$ cat config.mk
export PLATFORM = sky130hd
export DESIGN_NAME = epi_pin_interrupt_block
export DESIGN_NICKNAME = d
export VERILOG_FILES = /design/src/verilog/epi_pkg.sv /design/src/verilog/epi_det_if.sv /design/src/verilog/epi_detector.sv /design/src/verilog/epi_pin_interrupt_block.sv
export VERILOG_INCLUDE_DIRS = /design/src /design/src/verilog
export SDC_FILE = /design/constraint.sdc
export NUM_CORES = 1
export LEC_CHECK = 0
export BUFFER_PORTS_ARGS = -buffer_cell sky130_fd_sc_hd__buf_2
export CORE_ASPECT_RATIO = 0.7
export CORE_UTILIZATION = 55
export DETAILED_ROUTE_END_ITERATION = 16
export PLACE_DENSITY = 0.71
export SETUP_SLACK_MARGIN = 0.05
export SLEW_MARGIN = 10
export SYNTH_ARGS = -nofsm -noshare
export SYNTH_HDL_FRONTEND = slang
export SYNTH_SLANG_ARGS = --single-unit
$ cat constraint.sdc
create_clock -name i_core_clk -period 6.2 [get_ports i_core_clk]
set_input_delay 1.24 -clock i_core_clk [delete_from_list [all_inputs] [get_ports i_core_clk]]
set_output_delay 1.24 -clock i_core_clk [all_outputs]
set_load 0.005 [all_outputs]
$ cat src/verilog/epi_defs.svh
// register offsets, field positions, reset values and timing counts
`ifndef EPI_DEFS_SVH
`define EPI_DEFS_SVH

// ----------------------------------------------------------------
// register offsets (byte addresses on the register port)
// ----------------------------------------------------------------
`define EPI_OFF_CTRL      8'h00
`define EPI_OFF_STATUS    8'h01
`define EPI_OFF_NMICFG    8'h02
`define EPI_OFF_NMI_FLAG_REG   8'h03
`define EPI_OFF_EVOUT     8'h04
`define EPI_OFF_IRQENCLR  8'h08
`define EPI_OFF_IRQENSET  8'h09
`define EPI_OFF_IRQFLAG   8'h0A
`define EPI_OFF_WAKE      8'h0B
`define EPI_OFF_CFG0      8'h0C
`define EPI_OFF_CFG1      8'h0D
`define EPI_OFF_CFG2      8'h0E
`define EPI_OFF_CFG3      8'h0F

// ----------------------------------------------------------------
// field positions
// ----------------------------------------------------------------
`define EPI_CTRL_SOFT_RESET_BIT_BIT   0
`define EPI_CTRL_ENABLE_BIT  1
`define EPI_STATUS_SYNC_BIT  7
`define EPI_NMI_FILT_BIT     3
`define EPI_CFG_FIELD_W      4

// ----------------------------------------------------------------
// reset values and timing
// ----------------------------------------------------------------
`define EPI_RST_BYTE      8'h00
`define EPI_RST_NMICFG    4'h0
`define EPI_RST_CFG       32'h0000_0000
`define EPI_SYNC_CYCLES   3
`define EPI_PIN_COUNT     8

`endif

$ cat src/verilog/epi_pkg.sv
// types shared by the pin interrupt block and its detectors
package epi_pkg;

	// detector sense selection, one code per trigger condition
	typedef enum logic [2:0]
	{
		EPI_SENSE_NONE = 3'b000,
		EPI_SENSE_RISE = 3'b001,
		EPI_SENSE_FALL = 3'b010,
		EPI_SENSE_BOTH = 3'b011,
		EPI_SENSE_HIGH = 3'b100,
		EPI_SENSE_LOW  = 3'b101
	} epi_sense_e;

endpackage

$ cat src/verilog/epi_det_if.sv
// interface between the controller and one pin detector
`timescale 1ns/1ps
`default_nettype none

interface epi_det_if;
	import epi_pkg::*;

	epi_sense_e sense;     // selected trigger condition
	logic       filt_en;   // majority filter on
	logic       pin;       // raw pin level, asynchronous
	logic       det_hit;   // condition met this cycle
	logic       det_edge;  // detector is in an edge mode

	modport det (input sense, input filt_en, input pin,
		output det_hit, output det_edge);
	modport ctl (output sense, output filt_en, output pin,
		input det_hit, input det_edge);
endinterface

`default_nettype wire

$ cat src/verilog/epi_detector.sv
// one pin detector: synchroniser, majority filter and sense logic
`timescale 1ns/1ps
`default_nettype none

module epi_detector
(
	input wire logic i_core_clk,
	input wire logic i_rst,
	epi_det_if.det   det
);
	import epi_pkg::*;

	logic       pin_meta_reg;
	logic       pin_sync_reg;
	logic [2:0] samp_reg;
	logic       lvl_prev_reg;
	logic       lvl_w;
	logic       maj_w;

	// ----------------------------------------------------------------
	// synchroniser and sample history
	// ----------------------------------------------------------------
	// two stages before any logic looks at the pin
	always_ff @(posedge i_core_clk)
	begin
		if (i_rst)
		begin
			pin_meta_reg <= 1'b0;
			pin_sync_reg <= 1'b0;
		end
		else
		begin
			pin_meta_reg <= det.pin;
			pin_sync_reg <= pin_meta_reg;
		end
	end

	// three successive samples feed the vote
	always_ff @(posedge i_core_clk)
	begin
		if (i_rst)
			samp_reg <= 3'h0;
		else
			samp_reg <= {samp_reg[1:0], pin_sync_reg};
	end

	// two of three wins; a single-cycle spike is voted away
	assign maj_w = (samp_reg[0] & samp_reg[1]) | (samp_reg[0] & samp_reg[2])
		| (samp_reg[1] & samp_reg[2]);
	assign lvl_w = det.filt_en ? maj_w : pin_sync_reg;

	// previous level for edge detection
	always_ff @(posedge i_core_clk)
	begin
		if (i_rst)
			lvl_prev_reg <= 1'b0;
		else
			lvl_prev_reg <= lvl_w;
	end

	// ----------------------------------------------------------------
	// sense decode
	// ----------------------------------------------------------------
	always_comb
	begin
		case (det.sense)
			EPI_SENSE_RISE: det.det_hit = lvl_w & ~lvl_prev_reg;
			EPI_SENSE_FALL: det.det_hit = ~lvl_w & lvl_prev_reg;
			EPI_SENSE_BOTH: det.det_hit = lvl_w ^ lvl_prev_reg;
			EPI_SENSE_HIGH: det.det_hit = lvl_w;
			EPI_SENSE_LOW:  det.det_hit = ~lvl_w;
			default:        det.det_hit = 1'b0;
		endcase
	end

	assign det.det_edge = (det.sense == EPI_SENSE_RISE)
		| (det.sense == EPI_SENSE_FALL) | (det.sense == EPI_SENSE_BOTH);
endmodule // epi_detector

`default_nettype wire

$ cat src/verilog/epi_pin_interrupt_block.sv
// pin interrupt block: register port, flags, requests and events
//
// The address-and-strobe port and the register addresses were decided locally.
`include "epi_defs.svh"
`timescale 1ns/1ps
`default_nettype none

module epi_pin_interrupt_block
#(
	parameter int unsigned SYNC_CYCLES = `EPI_SYNC_CYCLES,
	parameter int unsigned PIN_COUNT   = `EPI_PIN_COUNT
)
(
	input  wire logic                 i_core_clk,
	input  wire logic                 i_rst,
	input  wire logic [7:0]           i_addr,
	input  wire logic [7:0]           i_wdata,
	input  wire logic                 i_wr_stb,
	input  wire logic                 i_rd_stb,
	input  wire logic                 i_wr_protect,
	input  wire logic                 i_debug_access,
	input  wire logic                 i_sleep,
	input  wire logic [PIN_COUNT-1:0] i_ext_irq_pin,
	input  wire logic                 i_nmi_pin,
	output logic      [7:0]           o_rdata,
	output logic                      o_irq_req,
	output logic                      o_nmi_req,
	output logic      [PIN_COUNT-1:0] o_event,
	output logic                      o_wake
);
	import epi_pkg::*;

	localparam logic [3:0] SYNC_LOAD = 4'(SYNC_CYCLES - 1);

	// ----------------------------------------------------------------
	// state
	// ----------------------------------------------------------------
	logic                 enable_reg;
	logic                 sync_pending_reg;
	logic [3:0]           sync_cnt_reg;
	logic                 sync_en_reg;
	logic                 sync_rst_reg;
	logic                 q_valid_reg;
	logic                 q_en_reg;
	logic                 q_rst_reg;
	logic [3:0]           nmi_control_reg;
	logic                 nmi_flag_reg;
	logic [PIN_COUNT-1:0] event_out_control_reg;
	logic [PIN_COUNT-1:0] wake_enable_reg;
	logic [PIN_COUNT-1:0] irq_en_reg;
	logic [PIN_COUNT-1:0] irq_flag_reg;
	logic [31:0]          sense_filter_config_reg;
	logic [PIN_COUNT-1:0] hit_prev_reg;
	logic [7:0]           rdata_reg;
	logic                 irq_req_reg;
	logic                 nmi_req_reg;
	logic [PIN_COUNT-1:0] event_reg;
	logic                 wake_reg;

	logic [PIN_COUNT:0]   hit_w;
	logic [PIN_COUNT:0]   edge_w;
	logic [PIN_COUNT-1:0] ext_set_w;
	logic [PIN_COUNT-1:0] irq_active_w;
	logic                 prot_ok_w;
	logic                 sync_done_w;
	logic                 sw_apply_w;
	logic                 clr_w;
	logic                 ctrl_wr_w;

	// ----------------------------------------------------------------
	// decode helpers
	// ----------------------------------------------------------------
	// a write to one offset; protected writes need the guard lifted
	function automatic logic wr_at(input logic [7:0] off,
		input logic guarded);
		wr_at = i_wr_stb && (i_addr == off) && (!guarded || prot_ok_w);
	endfunction

	// protection is lifted for debugger accesses
	assign prot_ok_w = !i_wr_protect || i_debug_access;
	assign ctrl_wr_w = wr_at(`EPI_OFF_CTRL, 1'b1);

	// soft reset takes effect only once its write has synchronised
	assign sync_done_w = sync_pending_reg && (sync_cnt_reg == 4'h0);
	assign sw_apply_w  = sync_done_w && sync_rst_reg;
	assign clr_w       = i_rst || sw_apply_w;

	// ----------------------------------------------------------------
	// detectors, one per pin plus the non-maskable pin
	// ----------------------------------------------------------------
	// detectors run regardless of debug halt or sleep
	epi_det_if u_if[PIN_COUNT+1] ();

	genvar g;
	generate
		for (g = 0; g <= PIN_COUNT; g++)
		begin : g_det
			if (g < PIN_COUNT)
			begin : g_ext
				assign u_if[g].sense   = epi_sense_e'(
					sense_filter_config_reg[g*`EPI_CFG_FIELD_W +: 3]);
				assign u_if[g].filt_en = sense_filter_config_reg[
					g*`EPI_CFG_FIELD_W + `EPI_NMI_FILT_BIT];
				assign u_if[g].pin     = i_ext_irq_pin[g];
			end
			else
			begin : g_nmi
				assign u_if[g].sense   = epi_sense_e'(nmi_control_reg[2:0]);
				assign u_if[g].filt_en = nmi_control_reg[`EPI_NMI_FILT_BIT];
				assign u_if[g].pin     = i_nmi_pin;
			end
			epi_detector u_det
			(
				.i_core_clk (i_core_clk),
				.i_rst      (clr_w),
				.det        (u_if[g])
			);
			assign hit_w[g]  = u_if[g].det_hit;
			assign edge_w[g] = u_if[g].det_edge;
		end
	endgenerate

	// external pin flags only set while the controller is enabled
	assign ext_set_w = hit_w[PIN_COUNT-1:0] & {PIN_COUNT{enable_reg}};

	// ----------------------------------------------------------------
	// control synchronisation
	// ----------------------------------------------------------------
	// the slave never stalls, so a write made while busy is parked in
	// a one-deep queue and started when the current one completes
	always_ff @(posedge i_core_clk)
	begin
		if (clr_w)
		begin
			enable_reg       <= 1'b0;
			sync_pending_reg <= 1'b0;
			sync_cnt_reg     <= 4'h0;
			sync_en_reg      <= 1'b0;
			sync_rst_reg     <= 1'b0;
			q_valid_reg      <= 1'b0;
			q_en_reg         <= 1'b0;
			q_rst_reg        <= 1'b0;
		end
		else
		begin
			if (sync_pending_reg && !sync_done_w)
				sync_cnt_reg <= sync_cnt_reg - 4'h1;
			if (sync_done_w)
			begin
				enable_reg <= sync_en_reg;
				if (q_valid_reg)
				begin
					sync_en_reg  <= q_en_reg;
					sync_rst_reg <= q_rst_reg;
					sync_cnt_reg <= SYNC_LOAD;
					q_valid_reg  <= 1'b0;
				end
				else
					sync_pending_reg <= 1'b0;
			end
			if (ctrl_wr_w)
			begin
				if (!sync_pending_reg || (sync_done_w && !q_valid_reg))
				begin
					sync_pending_reg <= 1'b1;
					sync_cnt_reg     <= SYNC_LOAD;
					sync_en_reg      <= i_wdata[`EPI_CTRL_ENABLE_BIT];
					sync_rst_reg     <= i_wdata[`EPI_CTRL_SOFT_RESET_BIT_BIT];
				end
				else
				begin
					q_valid_reg <= 1'b1;
					q_en_reg    <= i_wdata[`EPI_CTRL_ENABLE_BIT];
					q_rst_reg   <= i_wdata[`EPI_CTRL_SOFT_RESET_BIT_BIT];
				end
			end
		end
	end

	// ----------------------------------------------------------------
	// configuration registers
	// ----------------------------------------------------------------
	// all guarded by write protection
	always_ff @(posedge i_core_clk)
	begin
		if (clr_w)
		begin
			nmi_control_reg         <= `EPI_RST_NMICFG;
			event_out_control_reg   <= `EPI_RST_BYTE;
			wake_enable_reg         <= `EPI_RST_BYTE;
			irq_en_reg              <= `EPI_RST_BYTE;
			sense_filter_config_reg <= `EPI_RST_CFG;
		end
		else
		begin
			if (wr_at(`EPI_OFF_NMICFG, 1'b1))
				nmi_control_reg <= i_wdata[3:0];
			if (wr_at(`EPI_OFF_EVOUT, 1'b1))
				event_out_control_reg <= i_wdata;
			if (wr_at(`EPI_OFF_WAKE, 1'b1))
				wake_enable_reg <= i_wdata;
			if (wr_at(`EPI_OFF_IRQENSET, 1'b1))
				irq_en_reg <= irq_en_reg | i_wdata;
			else if (wr_at(`EPI_OFF_IRQENCLR, 1'b1))
				irq_en_reg <= irq_en_reg & ~i_wdata;
			if (wr_at(`EPI_OFF_CFG0, 1'b1))
				sense_filter_config_reg[7:0] <= i_wdata;
			if (wr_at(`EPI_OFF_CFG1, 1'b1))
				sense_filter_config_reg[15:8] <= i_wdata;
			if (wr_at(`EPI_OFF_CFG2, 1'b1))
				sense_filter_config_reg[23:16] <= i_wdata;
			if (wr_at(`EPI_OFF_CFG3, 1'b1))
				sense_filter_config_reg[31:24] <= i_wdata;
		end
	end

	// ----------------------------------------------------------------
	// flags
	// ----------------------------------------------------------------
	// write one to clear; a detection in the same cycle wins, and a
	// level that still matches re-sets the flag straight away
	always_ff @(posedge i_core_clk)
	begin
		if (clr_w)
		begin
			irq_flag_reg <= `EPI_RST_BYTE;
			nmi_flag_reg <= 1'b0;
		end
		else
		begin
			if (wr_at(`EPI_OFF_IRQFLAG, 1'b0))
				irq_flag_reg <= (irq_flag_reg & ~i_wdata) | ext_set_w;
			else
				irq_flag_reg <= irq_flag_reg | ext_set_w;
			if (wr_at(`EPI_OFF_NMI_FLAG_REG, 1'b0) && i_wdata[0])
				nmi_flag_reg <= hit_w[PIN_COUNT];
			else
				nmi_flag_reg <= nmi_flag_reg | hit_w[PIN_COUNT];
		end
	end

	// ----------------------------------------------------------------
	// requests, wake and events
	// ----------------------------------------------------------------
	// in sleep only wake-enabled pins may request
	assign irq_active_w = irq_flag_reg & irq_en_reg
		& (i_sleep ? wake_enable_reg : {PIN_COUNT{1'b1}});

	always_ff @(posedge i_core_clk)
	begin
		if (clr_w)
		begin
			irq_req_reg <= 1'b0;
			nmi_req_reg <= 1'b0;
			wake_reg    <= 1'b0;
		end
		else
		begin
			irq_req_reg <= |irq_active_w;
			nmi_req_reg <= nmi_flag_reg;
			wake_reg    <= i_sleep && ((|irq_active_w) || nmi_flag_reg);
		end
	end

	// a level detection yields one pulse at its start only
	always_ff @(posedge i_core_clk)
	begin
		if (clr_w)
		begin
			hit_prev_reg <= `EPI_RST_BYTE;
			event_reg    <= `EPI_RST_BYTE;
		end
		else
		begin
			hit_prev_reg <= ext_set_w;
			event_reg    <= event_out_control_reg & ext_set_w
				& (edge_w[PIN_COUNT-1:0] | ~hit_prev_reg);
		end
	end

	// ----------------------------------------------------------------
	// read port
	// ----------------------------------------------------------------
	// data valid in the cycle after the strobe; unmapped reads zero
	always_ff @(posedge i_core_clk)
	begin
		if (clr_w)
			rdata_reg <= `EPI_RST_BYTE;
		else if (i_rd_stb)
		begin
			case (i_addr)
				`EPI_OFF_CTRL:     rdata_reg <= {6'h00, enable_reg,
					sync_pending_reg & sync_rst_reg};
				`EPI_OFF_STATUS:   rdata_reg <= {sync_pending_reg, 7'h00};
				`EPI_OFF_NMICFG:   rdata_reg <= {4'h0, nmi_control_reg};
				`EPI_OFF_NMI_FLAG_REG:  rdata_reg <= {7'h00, nmi_flag_reg};
				`EPI_OFF_EVOUT:    rdata_reg <= event_out_control_reg;
				`EPI_OFF_IRQENCLR: rdata_reg <= irq_en_reg;
				`EPI_OFF_IRQENSET: rdata_reg <= irq_en_reg;
				`EPI_OFF_IRQFLAG:  rdata_reg <= irq_flag_reg;
				`EPI_OFF_WAKE:     rdata_reg <= wake_enable_reg;
				`EPI_OFF_CFG0:     rdata_reg <= sense_filter_config_reg[7:0];
				`EPI_OFF_CFG1:     rdata_reg <= sense_filter_config_reg[15:8];
				`EPI_OFF_CFG2:     rdata_reg <= sense_filter_config_reg[23:16];
				`EPI_OFF_CFG3:     rdata_reg <= sense_filter_config_reg[31:24];
				default:           rdata_reg <= 8'h00;
			endcase
		end
	end

	assign o_rdata   = rdata_reg;
	assign o_irq_req = irq_req_reg;
	assign o_nmi_req = nmi_req_reg;
	assign o_event   = event_reg;
	assign o_wake    = wake_reg;
endmodule // epi_pin_interrupt_block

`default_nettype wire

# Word level (Yosys, flattened, before mapping)
# Index checks and enable logic that the tools add are counted.
[word_totals]
reg_bits = 161
input_bits = 32
output_inout_bits = 19
word_cells = 326
[classes]
addsub = 1
n_eq_ne = 57
mux = 44
bitwise = 122
n_reduce_logical = 42
[op_table]
columns = ["op", "count"]
rows = [
  ["case mux 8 bit (12 select lines)", 1],
  ["equality test 8 x 4 -> 1 bit (second input constant)", 8],
  ["AND 8 bit", 7],
  ["equality test 3 x 2 -> 1 bit (second input constant)", 18],
  ["equality test 3 bit (second input constant)", 18],
  ["AND 1 bit", 46],
  ["case mux 1 bit (5 select lines)", 9],
  ["bitwise OR 1 bit", 35],
  ["two-way mux 8 bit", 4],
  ["bitwise OR 8 bit", 4],
  ["logical AND 1 bit", 28],
  ["equality test 3 x 1 -> 1 bit (second input constant)", 9],
  ["two-way mux 1 bit", 25],
  ["two-way mux 4 bit", 5],
  ["inverter 1 bit", 19],
  ["equality test 8 x 2 -> 1 bit (second input constant)", 2],
  ["inverter 8 bit", 2],
  ["XOR 1 bit", 9],
  ["equality test 8 x 1 -> 1 bit (second input constant)", 1],
  ["equality test 8 x 3 -> 1 bit (second input constant)", 1],
  ["logical NOT 8 bit", 1],
  ["OR reduction 8 bit", 1],
  ["logical NOT 1 bit", 4],
  ["logical NOT 4 bit", 1],
  ["other kinds (5)", 8],
]

# Logic depth before layout (Yosys ltp)
# Gate-level depths: netlist (run 1).
[logic_depth]
depth_word = 10
mapped_depth = 10
mapped_depth_nobuf = 10

# Modules after synthesis
# From an unflattened synthesis (run 1), not the netlist that was laid out.
[hier_totals]
hier_cells = 897
area_unflattened_um2 = 7597.3
[modules_own_cells]
columns = ["mod", "n_inst", "cells_per_inst", "area_per_inst_um2", "seq_area_each_um2"]
rows = [
  ["epi_pin_interrupt_block", 1, 627, 5097.4, 2142.1],
  ["epi_detector", 9, 30, 277.8, 120.1],
]

# Worst setup path before layout (run 1)
# No wires, ideal clock.
[synth_path]
path_type = "input -> register"
from = "input i_addr[5]"
to = "register sense_filter_config_reg[23]"
setup_time_ns = 0.128
arrival_time_ns = 2.572
t_required_ns = 6.072
slack_ns = 3.500
path_stages = 6
path_buffers = 1
path_cell_list = "nor4_4 > buf_6 > nand3_4 > nor3_4 > mux2i_1 > nor2_1"
[synth_via]
elab_chain_len = 3
[synth_rtl]
columns = ["element", "line_no", "text"]
rows = [
  ["start: declaration", "epi_pin_interrupt_block.sv:16", "input wire logic [7:0] i_addr,"],
  ["equality test 8 x 4 -> 1 bit", "epi_pin_interrupt_block.sv:76", "wr_at = i_wr_stb && (i_addr == off) && (!guarded || prot_ok_w);"],
  ["logical AND 1 bit (2 in series)", "epi_pin_interrupt_block.sv:76", ""],
  ["end signal: assignment", "epi_pin_interrupt_block.sv:192", "sense_filter_config_reg <= `EPI_RST_CFG;"],
  ["end signal: assignment", "epi_pin_interrupt_block.sv:211", "sense_filter_config_reg[23:16] <= i_wdata;"],
  ["end: declaration", "epi_pin_interrupt_block.sv:52", "logic [31:0] sense_filter_config_reg;"],
]
# Every way passes these cells.
# A chain may end at the register's enable or synchronous reset.

# Final worst setup path (run 1)
[layout_path]
from = "input i_addr[2]"
to = "register rdata_reg[5], in the netlist o_rdata[5]"
[layout_via]
elab_chain_len = 3
word_cells_on_any_way = 15
classes_between = "eq/ne: 12; mux: 1; reduce/logical: 2"
[layout_rtl]
columns = ["element", "line_no", "text"]
rows = [
  ["equality test 8 x 4 -> 1 bit", "epi_pin_interrupt_block.sv:291", "case (i_addr)"],
  ["OR reduction 2 bit (no source line)", "--", ""],
  ["case mux 8 bit (12 select lines) (*)", "epi_pin_interrupt_block.sv:291", ""],
  ["end signal: assignment", "epi_pin_interrupt_block.sv:292", "`EPI_OFF_CTRL: rdata_reg <= {6'h00, enable_reg,"],
  ["end signal: assignment", "epi_pin_interrupt_block.sv:294", "`EPI_OFF_STATUS: rdata_reg <= {sync_pending_reg, 7'h00};"],
  ["end signal: assignment", "epi_pin_interrupt_block.sv:295", "`EPI_OFF_NMICFG: rdata_reg <= {4'h0, nmi_control_reg};"],
  ["end: declaration", "epi_pin_interrupt_block.sv:54", "logic [7:0] rdata_reg;"],
]
# Every way passes the cells marked *; elsewhere a longest branch is shown, timed or not.

==> results of run 1 <==
==> worst max-delay path: cells and delay by family <==
family / cells / cell delay (ps)
AO/OA/AOI/OAI: 3 / 1010
buffers and inverters: 2 / 1000
AND/OR/NAND/NOR: 1 / 280
==> how the worst min path moves through the flow <==
stage,from,to
3_3_place_gp,g_det[5].u_det.pin_meta_reg,g_det[5].u_det.pin_sync_reg
5_1_grt,g_det[3].u_det.pin_meta_reg,g_det[3].u_det.pin_sync_reg
4_1_cts,g_det[3].u_det.pin_meta_reg,g_det[3].u_det.pin_sync_reg
2_1_floorplan,g_det[0].u_det.pin_meta_reg,g_det[0].u_det.pin_sync_reg
3_5_place_dp,g_det[2].u_det.pin_meta_reg,g_det[2].u_det.pin_sync_reg
6_report,g_det[3].u_det.pin_meta_reg,g_det[3].u_det.pin_sync_reg
==> kinds of logic (layout without fill, tap and decap cells) <==
family          count (synthesis)  after routing  synth area share
simple gates                  288            288             0.221
mux                            84             84             0.118
compound gates                121            121             0.123
buf+inv                        80            120            0.0449
xor+xnor                        1              1           0.00121
flops                         161            161             0.446
fa+ha+maj                      28             28            0.0457
==> cell usage in the layout (no fill, tap or decap), types with 7 or more instances in the layout <==
master,n
sky130_fd_sc_hd__a21oi_1,22
sky130_fd_sc_hd__a311oi_1,7
sky130_fd_sc_hd__a31o_2,9
sky130_fd_sc_hd__a31oi_1,8
sky130_fd_sc_hd__and2_1,52
sky130_fd_sc_hd__and3_1,14
sky130_fd_sc_hd__buf_2,50
sky130_fd_sc_hd__clkbuf_16,17
sky130_fd_sc_hd__dfxtp_1,161
sky130_fd_sc_hd__ha_1,20
sky130_fd_sc_hd__inv_1,34
sky130_fd_sc_hd__maj3_1,8
sky130_fd_sc_hd__mux2_2,10
sky130_fd_sc_hd__mux2i_1,74
sky130_fd_sc_hd__nand2_1,43
sky130_fd_sc_hd__nand3_1,16
sky130_fd_sc_hd__nor2_1,91
sky130_fd_sc_hd__nor2b_1,9
sky130_fd_sc_hd__nor3_1,8
sky130_fd_sc_hd__nor3b_1,11
sky130_fd_sc_hd__o211ai_1,11
sky130_fd_sc_hd__o21ai_0,20
==> through the flow <==
step | setup slack (ps) | utilization
after global routing | 2890 | 0.641
after CTS | 3100 | 0.641
final | 2960 | 0.641
after floorplan | 3500 | -
after global placement | 2650 | 0.597
after detailed placement | 2640 | 0.597
==> cell type report <==
cell class	count	area (µm²)
tap	162	203
inverter	35	131
timing repair buffer	53	273
clock buffer	21	460
sequential	161	3220
clock inverter	11	92.6
multi-input combinational	522	3690
fill	1050	4520
==> Yosys cell counts (all sizes together) (12+ instances only) <==
library cell,instances
and3,14
buf,12
dfxtp,161
ha,20
nand2,45
nand3,18
o21ai,21
mux2i,74
nor2,91
clkbuf,33
inv,34
nor3,12
and2,52
a21oi,23
==> routing by layer <==
layer | part of all wire | GRT usage | wire, µm | vias up
met1 | 0.48 | 0.437 | 9390 | 2830
met3 | 0.068 | 0.0652 | 1350 | 44
li1 | - | - | - | 2736
met2 | 0.43 | 0.450 | 8460 | 205
met4 | 0.025 | 0.129 | 496 | 0
met5 | 0 | 0 | 0 | -
==> power by group through the flow <==
stage	Sequential, W	Clock [W]	Combinational, W
finish	0.00105	0.000989	0.0000996
global route	0.00105	0.00105	0.000107
CTS	0.00105	0.000993	0.0000980
detailed placement	0.00107	0	0.0000976
global placement	0.00107	0	0.0000949
floorplan	0.00107	0	0.0000648
==> run summary, run 1 <==
OUTCOME
-------------------------------------------------------------------------------------
Outcome                                                                  finished, final reports clean

TIMING
-------------------------------------------------------------------------------------
Layout Skew                                                                   8.62 ps
Achievable frequency                                                        0.308 GHz
Max-slew headroom at the worst pin                                              0.422
Total count of max-transition violations in the final report                        0
Hold violation count in the final report                                            0
Worst Tran Pin Value                                                           867 ps
Period Utilization, post-route                                                  0.523
Hold slack final                                                               425 ps
Final count of negative-setup-slack endpoints                                       0
Period minus WS final                                                         3240 ps
RSZ-0062 raised after global routing                                            false
Setup TNS                                                                        0 ps

FLOORPLANNING
-------------------------------------------------------------------------------------
Row count                                                                          34
Initial standard-cell utilization of the core                                   0.573
Core Area                                                                  0.0126 mm²
IO Pins                                                                            51
Die height                                                                    97.9 µm
Die X-Extent                                                                   139 µm
Die Outline Area                                                           0.0136 mm²

CELLS AND AREA
-------------------------------------------------------------------------------------
Ant. Diodes                                                                         0
Syn-to-layout area delta                                                        11.7%
Final Net Count                                                                   842
Number of flip-flops under the largest register name                               32
Ratio of cells with drive above 1 in the final layout                           0.164
Post-route design area                                                    0.00807 mm²
Final non-filler cell total                                                       965

SYNTHESIS
-------------------------------------------------------------------------------------
Count of cell types in the netlist                                                 69
Post-Synthesis Cells                                                              763
Sequential fraction of the synthesis area                                       0.446
Average cell area after synthesis                                            9.46 µm²
Post-synth top area share                                                       0.446
Post-synthesis net count                                                          815
Cell type with the highest aggregate area in the netlist                 sky130_fd_sc_hd__dfxtp_1
EDFF count, synth                                                                   0
Yosys warns                                                                         0
Ranking of synthesized cells by area                                     sky130_fd_sc_hd__dfxtp_1, sky130_fd_sc_hd__mux2i_1, sky130_fd_sc_hd__nor2_1, sky130_fd_sc_hd__and2_1, sky130_fd_sc_hd__ha_1
Count of state elements after synthesis                                           161
Share of synthesized flip-flops with an asynchronous set or reset                   0
Predominant post-synthesis flop cell                                     sky130_fd_sc_hd__dfxtp_1
Total standard cell area after synthesis                                  0.00722 mm²

CTS
-------------------------------------------------------------------------------------
Count of H-tree levels built during CTS                                             4
Clock latency at the later pin of the worst-skew pair                          430 ps
Worst-path clk slew                                                             70 ps
Post-CTS setup-driven buffer insertion count                                        0
Number of buffers on the longest clock path                                         2
Sinks on Clock Net                                                                161
Post-CTS Resized                                                                    0
Clock tree from TritonCTS                                                        done
CTS root buf                                                             sky130_fd_sc_hd__clkbuf_16
Clock buffer count from CTS                                                        17
Hold-fix buffer count after cts                                                     0

SETUP PATH
-------------------------------------------------------------------------------------
Data arrival time of the critical path                                        3560 ps
FF-to-FF path depth                                                                 8
Maximum single-stage delay on the critical path                                780 ps
Worst setup path end                                                       o_rdata[5]
Worst-path cell chain                                                    buf_2 -> inv_1 -> o311ai_1 -> or2_2 -> a21oi_1 -> a21o_1
Startpoint Class                                                           input port
R2R setup slack                                                               3180 ps
CP Max Fanout                                                                      32
Worst setup path class                                                         in2reg
Reg-to-Reg End                                                             o_event[4]
Critical path's slowest cell                                             sky130_fd_sc_hd__o311ai_1
Launching point of the worst reg2reg path                                sync_cnt_reg[1]
Critical Path End Type                                                      flip-flop
Timing startpoint of the critical path                                      i_addr[2]
Data required time at the worst endpoint                                      6520 ps

GRT
-------------------------------------------------------------------------------------
Initial antenna violation count                                                     0
Total global routing overflow                                                       0
Global-route wire length before repair                                       31700 µm
Combined global-route utilization of all metal layers                           0.307
Vias in the first global route                                                   5712
Maximum number of pins on one net before global-route repair                       81

PLACE
-------------------------------------------------------------------------------------
Count of placed standard cells including taps                                     933
# port buffers                                                                     50
Placement Cell Area                                                       0.00752 mm²
HPWL after detailed placement                                                13800 µm
Global placement routability congestion                                         0.951

ROUTE
-------------------------------------------------------------------------------------
Detailed-route DRC error count                                                      0
Routed len/inst                                                               20.4 µm
Sum of routed wire length over all layers                                    19700 µm
Number of nets still failing antenna checks after routing                           0
Routed vias                                                                      5815
Count of routing violations after the opening detailed-route iteration            396
Count of TritonRoute iterations in the first routing pass                           7
Vias per inst                                                                    6.03

JOB
-------------------------------------------------------------------------------------
Max capacitance violation total                                                     0

PWR
-------------------------------------------------------------------------------------
Total net switching power                                                  0.000522 W
Power density cells                                                        265 mW/mm²
Switching part of the total                                                     0.244
Proportion of power drawn by combinational gates                                0.047
Static leakage                                                                3.06 nW
Worst supply voltage drop on vdd                                             0.163 mV
Clock share of power                                                            0.463
Internal power contribution                                                 0.00162 W
Overall Power                                                               0.00214 W
Fraction of power consumed by sequential logic                                  0.491

HOLD PATH
-------------------------------------------------------------------------------------
Worst min-delay path category                                                 reg2reg
Count of cells along the worst hold path                                            1

Note: power is estimated with default switching activity, not from simulation.
==> run 2: changes to the inputs <==
ABC_AREA = 1   (was unset)
CORE_UTILIZATION = 54   (was 55)
PLACE_DENSITY = 0.72   (was 0.71)
clock period = 2.95 ns   (was 6.2 ns; I/O delays follow)
==> run summary, run 2 <==
HOLD PATH
-----------------------------------------------------------------------------------------------------
Endpoint with the worst hold slack                                                       g_det[4].u_det.pin_meta_reg
Worst min-delay path category                                                                  in2reg
Hold Crit Start                                                                          i_ext_irq_pin[4]
Count of cells along the worst hold path                                                            3

SYNTHESIS
-----------------------------------------------------------------------------------------------------
Cell type with the highest aggregate area in the netlist                                 sky130_fd_sc_hd__dfxtp_1
Combinational family with the most area after synthesis                                  simple AND/OR/NAND/NOR gates
Share of synthesized area spent on multiplexers                                                     0
Post-synthesis net count                                                                         1029
Average cell area after synthesis                                                            7.36 µm²
Yosys warns                                                                                         0
Post-synthesis compound-gate area fraction                                                      0.165
Post-synthesis share of cell area spent on full adders, half adders and majority gates         0.0348
Sequential fraction of the synthesis area                                                       0.448
Most common cell in the netlist                                                          sky130_fd_sc_hd__nand2_1
XOR/XNOR share of the synthesized area                                                        0.00243
Post-Synthesis Cells                                                                              977
Ranking of synthesized cells by area                                                     sky130_fd_sc_hd__dfxtp_1, sky130_fd_sc_hd__nand2_1, sky130_fd_sc_hd__o21ai_0, sky130_fd_sc_hd__nor2_1, sky130_fd_sc_hd__inv_1
Most used standard cells in the synthesized netlist                                      sky130_fd_sc_hd__nand2_1, sky130_fd_sc_hd__dfxtp_1, sky130_fd_sc_hd__nor2_1
Count of cell types in the netlist                                                                 38
EDFF count, synth                                                                                   0
Total standard cell area after synthesis                                                  0.00719 mm²
Area share of and/or/nand/nor cells after synthesis                                             0.252
Post-synth top area share                                                                       0.448
Count of state elements after synthesis                                                           161
Predominant post-synthesis flop cell                                                     sky130_fd_sc_hd__dfxtp_1
Share of synthesized flip-flops with an asynchronous set or reset                                   0

CTS
-----------------------------------------------------------------------------------------------------
Number of buffers on the longest clock path                                                         2
Clock buffer count from CTS                                                                        17
Post-CTS setup-driven buffer insertion count                                                        0
Worst-path clk slew                                                                             70 ps
Clock latency at the later pin of the worst-skew pair                                          430 ps
Count of H-tree levels built during CTS                                                             4
CTS root buf                                                                             sky130_fd_sc_hd__clkbuf_16
Post-CTS Resized                                                                                    0
Sinks on Clock Net                                                                                161
Clock tree from TritonCTS                                                                        done
Hold-fix buffer count after cts                                                                     0

ROUTE
-----------------------------------------------------------------------------------------------------
Routed len/inst                                                                               15.9 µm
Count of TritonRoute iterations in the first routing pass                                           6
Routed vias                                                                                      6447
Count of routing violations after the opening detailed-route iteration                            653
Number of nets still failing antenna checks after routing                                           0
Detailed-route DRC error count                                                                      0
Vias per inst                                                                                    5.40
Sum of routed wire length over all layers                                                    19000 µm

TIMING
-----------------------------------------------------------------------------------------------------
Max-slew headroom at the worst pin                                                              0.401
Hold violation count in the final report                                                            0
Final count of negative-setup-slack endpoints                                                       0
Achievable frequency                                                                        0.452 GHz
Period Utilization, post-route                                                                  0.751
Worst Tran Pin Value                                                                           898 ps
Setup TNS                                                                                        0 ps
Layout Skew                                                                                   10.3 ps
Total count of max-transition violations in the final report                                        0
Period minus WS final                                                                         2210 ps
RSZ-0062 raised after global routing                                                            false

SETUP PATH
-----------------------------------------------------------------------------------------------------
CP Max Fanout                                                                                      34
R2R setup slack                                                                                740 ps
Data arrival time of the critical path                                                        2560 ps
Critical Path End Type                                                                      flip-flop
Worst setup path class                                                                        reg2reg
Data required time at the worst endpoint                                                      3300 ps
Reg-to-Reg End                                                                           sense_filter_config_reg[14]
FF-to-FF path depth                                                                                11
Startpoint Class                                                                            flip-flop
Launching point of the worst reg2reg path                                                sync_cnt_reg[0]

CELLS AND AREA
-----------------------------------------------------------------------------------------------------
Area used by multi-input combinational logic                                              0.00328 mm²
Ant. Diodes                                                                                         0
Number of flip-flops under the largest register name                                               32
Most common library cell in the layout ignoring fill and taps                            sky130_fd_sc_hd__nand2_1
Ratio of cells with drive above 1 in the final layout                                           0.116
Syn-to-layout area delta                                                                        12.2%
Commonest non-fill, non-tap cells in the layout                                          sky130_fd_sc_hd__nand2_1, sky130_fd_sc_hd__dfxtp_1, sky130_fd_sc_hd__nor2_1, sky130_fd_sc_hd__inv_1, sky130_fd_sc_hd__o21ai_0
Final Net Count                                                                                  1071
Final non-filler cell total                                                                      1193
Total area of sequential cells                                                            0.00322 mm²
Number of filler cells placed in the layout                                                      1095

GRT
-----------------------------------------------------------------------------------------------------
Maximum number of pins on one net before global-route repair                                       85
Vias in the first global route                                                                   5796
Global-route wire length before repair                                                       30400 µm
Total global routing overflow                                                                       0
Combined global-route utilization of all metal layers                                           0.289
Initial antenna violation count                                                                     0

FLOORPLANNING
-----------------------------------------------------------------------------------------------------
IO Pins                                                                                            51
Initial standard-cell utilization of the core                                                   0.566
Die X-Extent                                                                                   140 µm
Die Outline Area                                                                           0.0138 mm²
Die height                                                                                    98.6 µm
Core Area                                                                                  0.0127 mm²
Row count                                                                                          34

PWR
-----------------------------------------------------------------------------------------------------
Worst supply voltage drop on vdd                                                             0.433 mV
Static leakage                                                                                3.47 nW
Power density cells                                                                        565 mW/mm²

OUTCOME
-----------------------------------------------------------------------------------------------------
Outcome                                                                                  finished, final reports clean

JOB
-----------------------------------------------------------------------------------------------------
Max capacitance violation total                                                                     0

PLACE
-----------------------------------------------------------------------------------------------------
Global placement routability congestion                                                         0.973
Count of placed standard cells including taps                                                    1162
# port buffers                                                                                     50
HPWL after detailed placement                                                                13300 µm

run 2: cell types whose count changed in the layout (fill, tap and decap cells not counted), sizes merged, moves of 11 or more:
cell / previous run / this run
a311oi: 11 / 0
o21ai: 21 / 121
nor2: 91 / 161
nand3: 18 / 65
and3: 14 / 0
a21oi: 23 / 67
inv: 40 / 127
nand2: 45 / 177
and2: 52 / 0
mux2i: 74 / 0
run 2: cell type report:
type / count / share of cell area
Clock buffer: 19 / 0.0549
Clock inverter: 12 / 0.0166
Inverter: 133 / 0.0625
Multi-Input combinational cell: 651 / 0.406
Sequential cell: 161 / 0.399
Tap cell: 162 / 0.0251
Timing Repair Buffer: 55 / 0.0357
run 2: cells by family (layout without fill, tap and decap cells):
kind of cell,count (synthesis),in the layout
flip-flops,161,161
XOR/XNOR,2,2
AO/OA/AOI/OAI,216,216
adder cells (fa/ha/maj),20,20
buffers and inverters,165,219
AND/OR/NAND/NOR,413,413
run 2: report_power, final:
part           switching [W]  internal (W)  total, W
registers          0.0000112       0.00220   0.00221
logic               0.000140     0.0000499  0.000189
clock network       0.000898       0.00127   0.00216
total                0.00105       0.00351   0.00456
run 2: per-stage QoR:
stage	cell area [µm²]	hold WS (ps)	utilization	total power, W	setup WS, ps
CTS	8070	366	0.635	0.00457	747
global route	8070	369	0.635	0.00470	526
global placement	7490	395	0.589	0.00244	722
detailed placement	7490	400	0.589	0.00244	667
finish	8070	370	0.635	0.00456	735
floorplan	7190	394	-	0.00237	1240
run 2: worst max-delay path by stage:
stage,startpoint,end,slack [ps],cells past startpoint
final,sync_cnt_reg[0],sense_filter_config_reg[14],740,11
after global routing,sync_cnt_reg[0],irq_flag_reg[1],530,8
after CTS,sync_cnt_reg[0],nmi_flag_reg,750,10
after detailed placement,i_addr[0],irq_flag_reg[6],670,9
after global placement,i_addr[4],irq_flag_reg[2],720,9
after floorplan,i_addr[7],sync_en_reg,1240,8
run 2: metal layers:
metal / wire length (µm) / vias to the layer above / GRT usage / share of wire
li1: - / 3223 / - / -
met1: 8880 / 2880 / 0.418 / 0.47
met2: 7740 / 312 / 0.413 / 0.41
met3: 2020 / 32 / 0.0753 / 0.11
met4: 353 / 0 / 0.0997 / 0.019
met5: 0 / - / 0 / 0
run 2: critical path, stage by stage (launching register included):
cell	delay, ps
sky130_fd_sc_hd__dfxtp_1	370
sky130_fd_sc_hd__inv_1	90
sky130_fd_sc_hd__ha_1	200
sky130_fd_sc_hd__nand2_1	160
sky130_fd_sc_hd__nor2_2	60
sky130_fd_sc_hd__inv_2	90
sky130_fd_sc_hd__o21ai_4	60
sky130_fd_sc_hd__inv_2	90
sky130_fd_sc_hd__buf_4	280
sky130_fd_sc_hd__buf_4	370
sky130_fd_sc_hd__o21ai_0	180
sky130_fd_sc_hd__a21oi_1	160
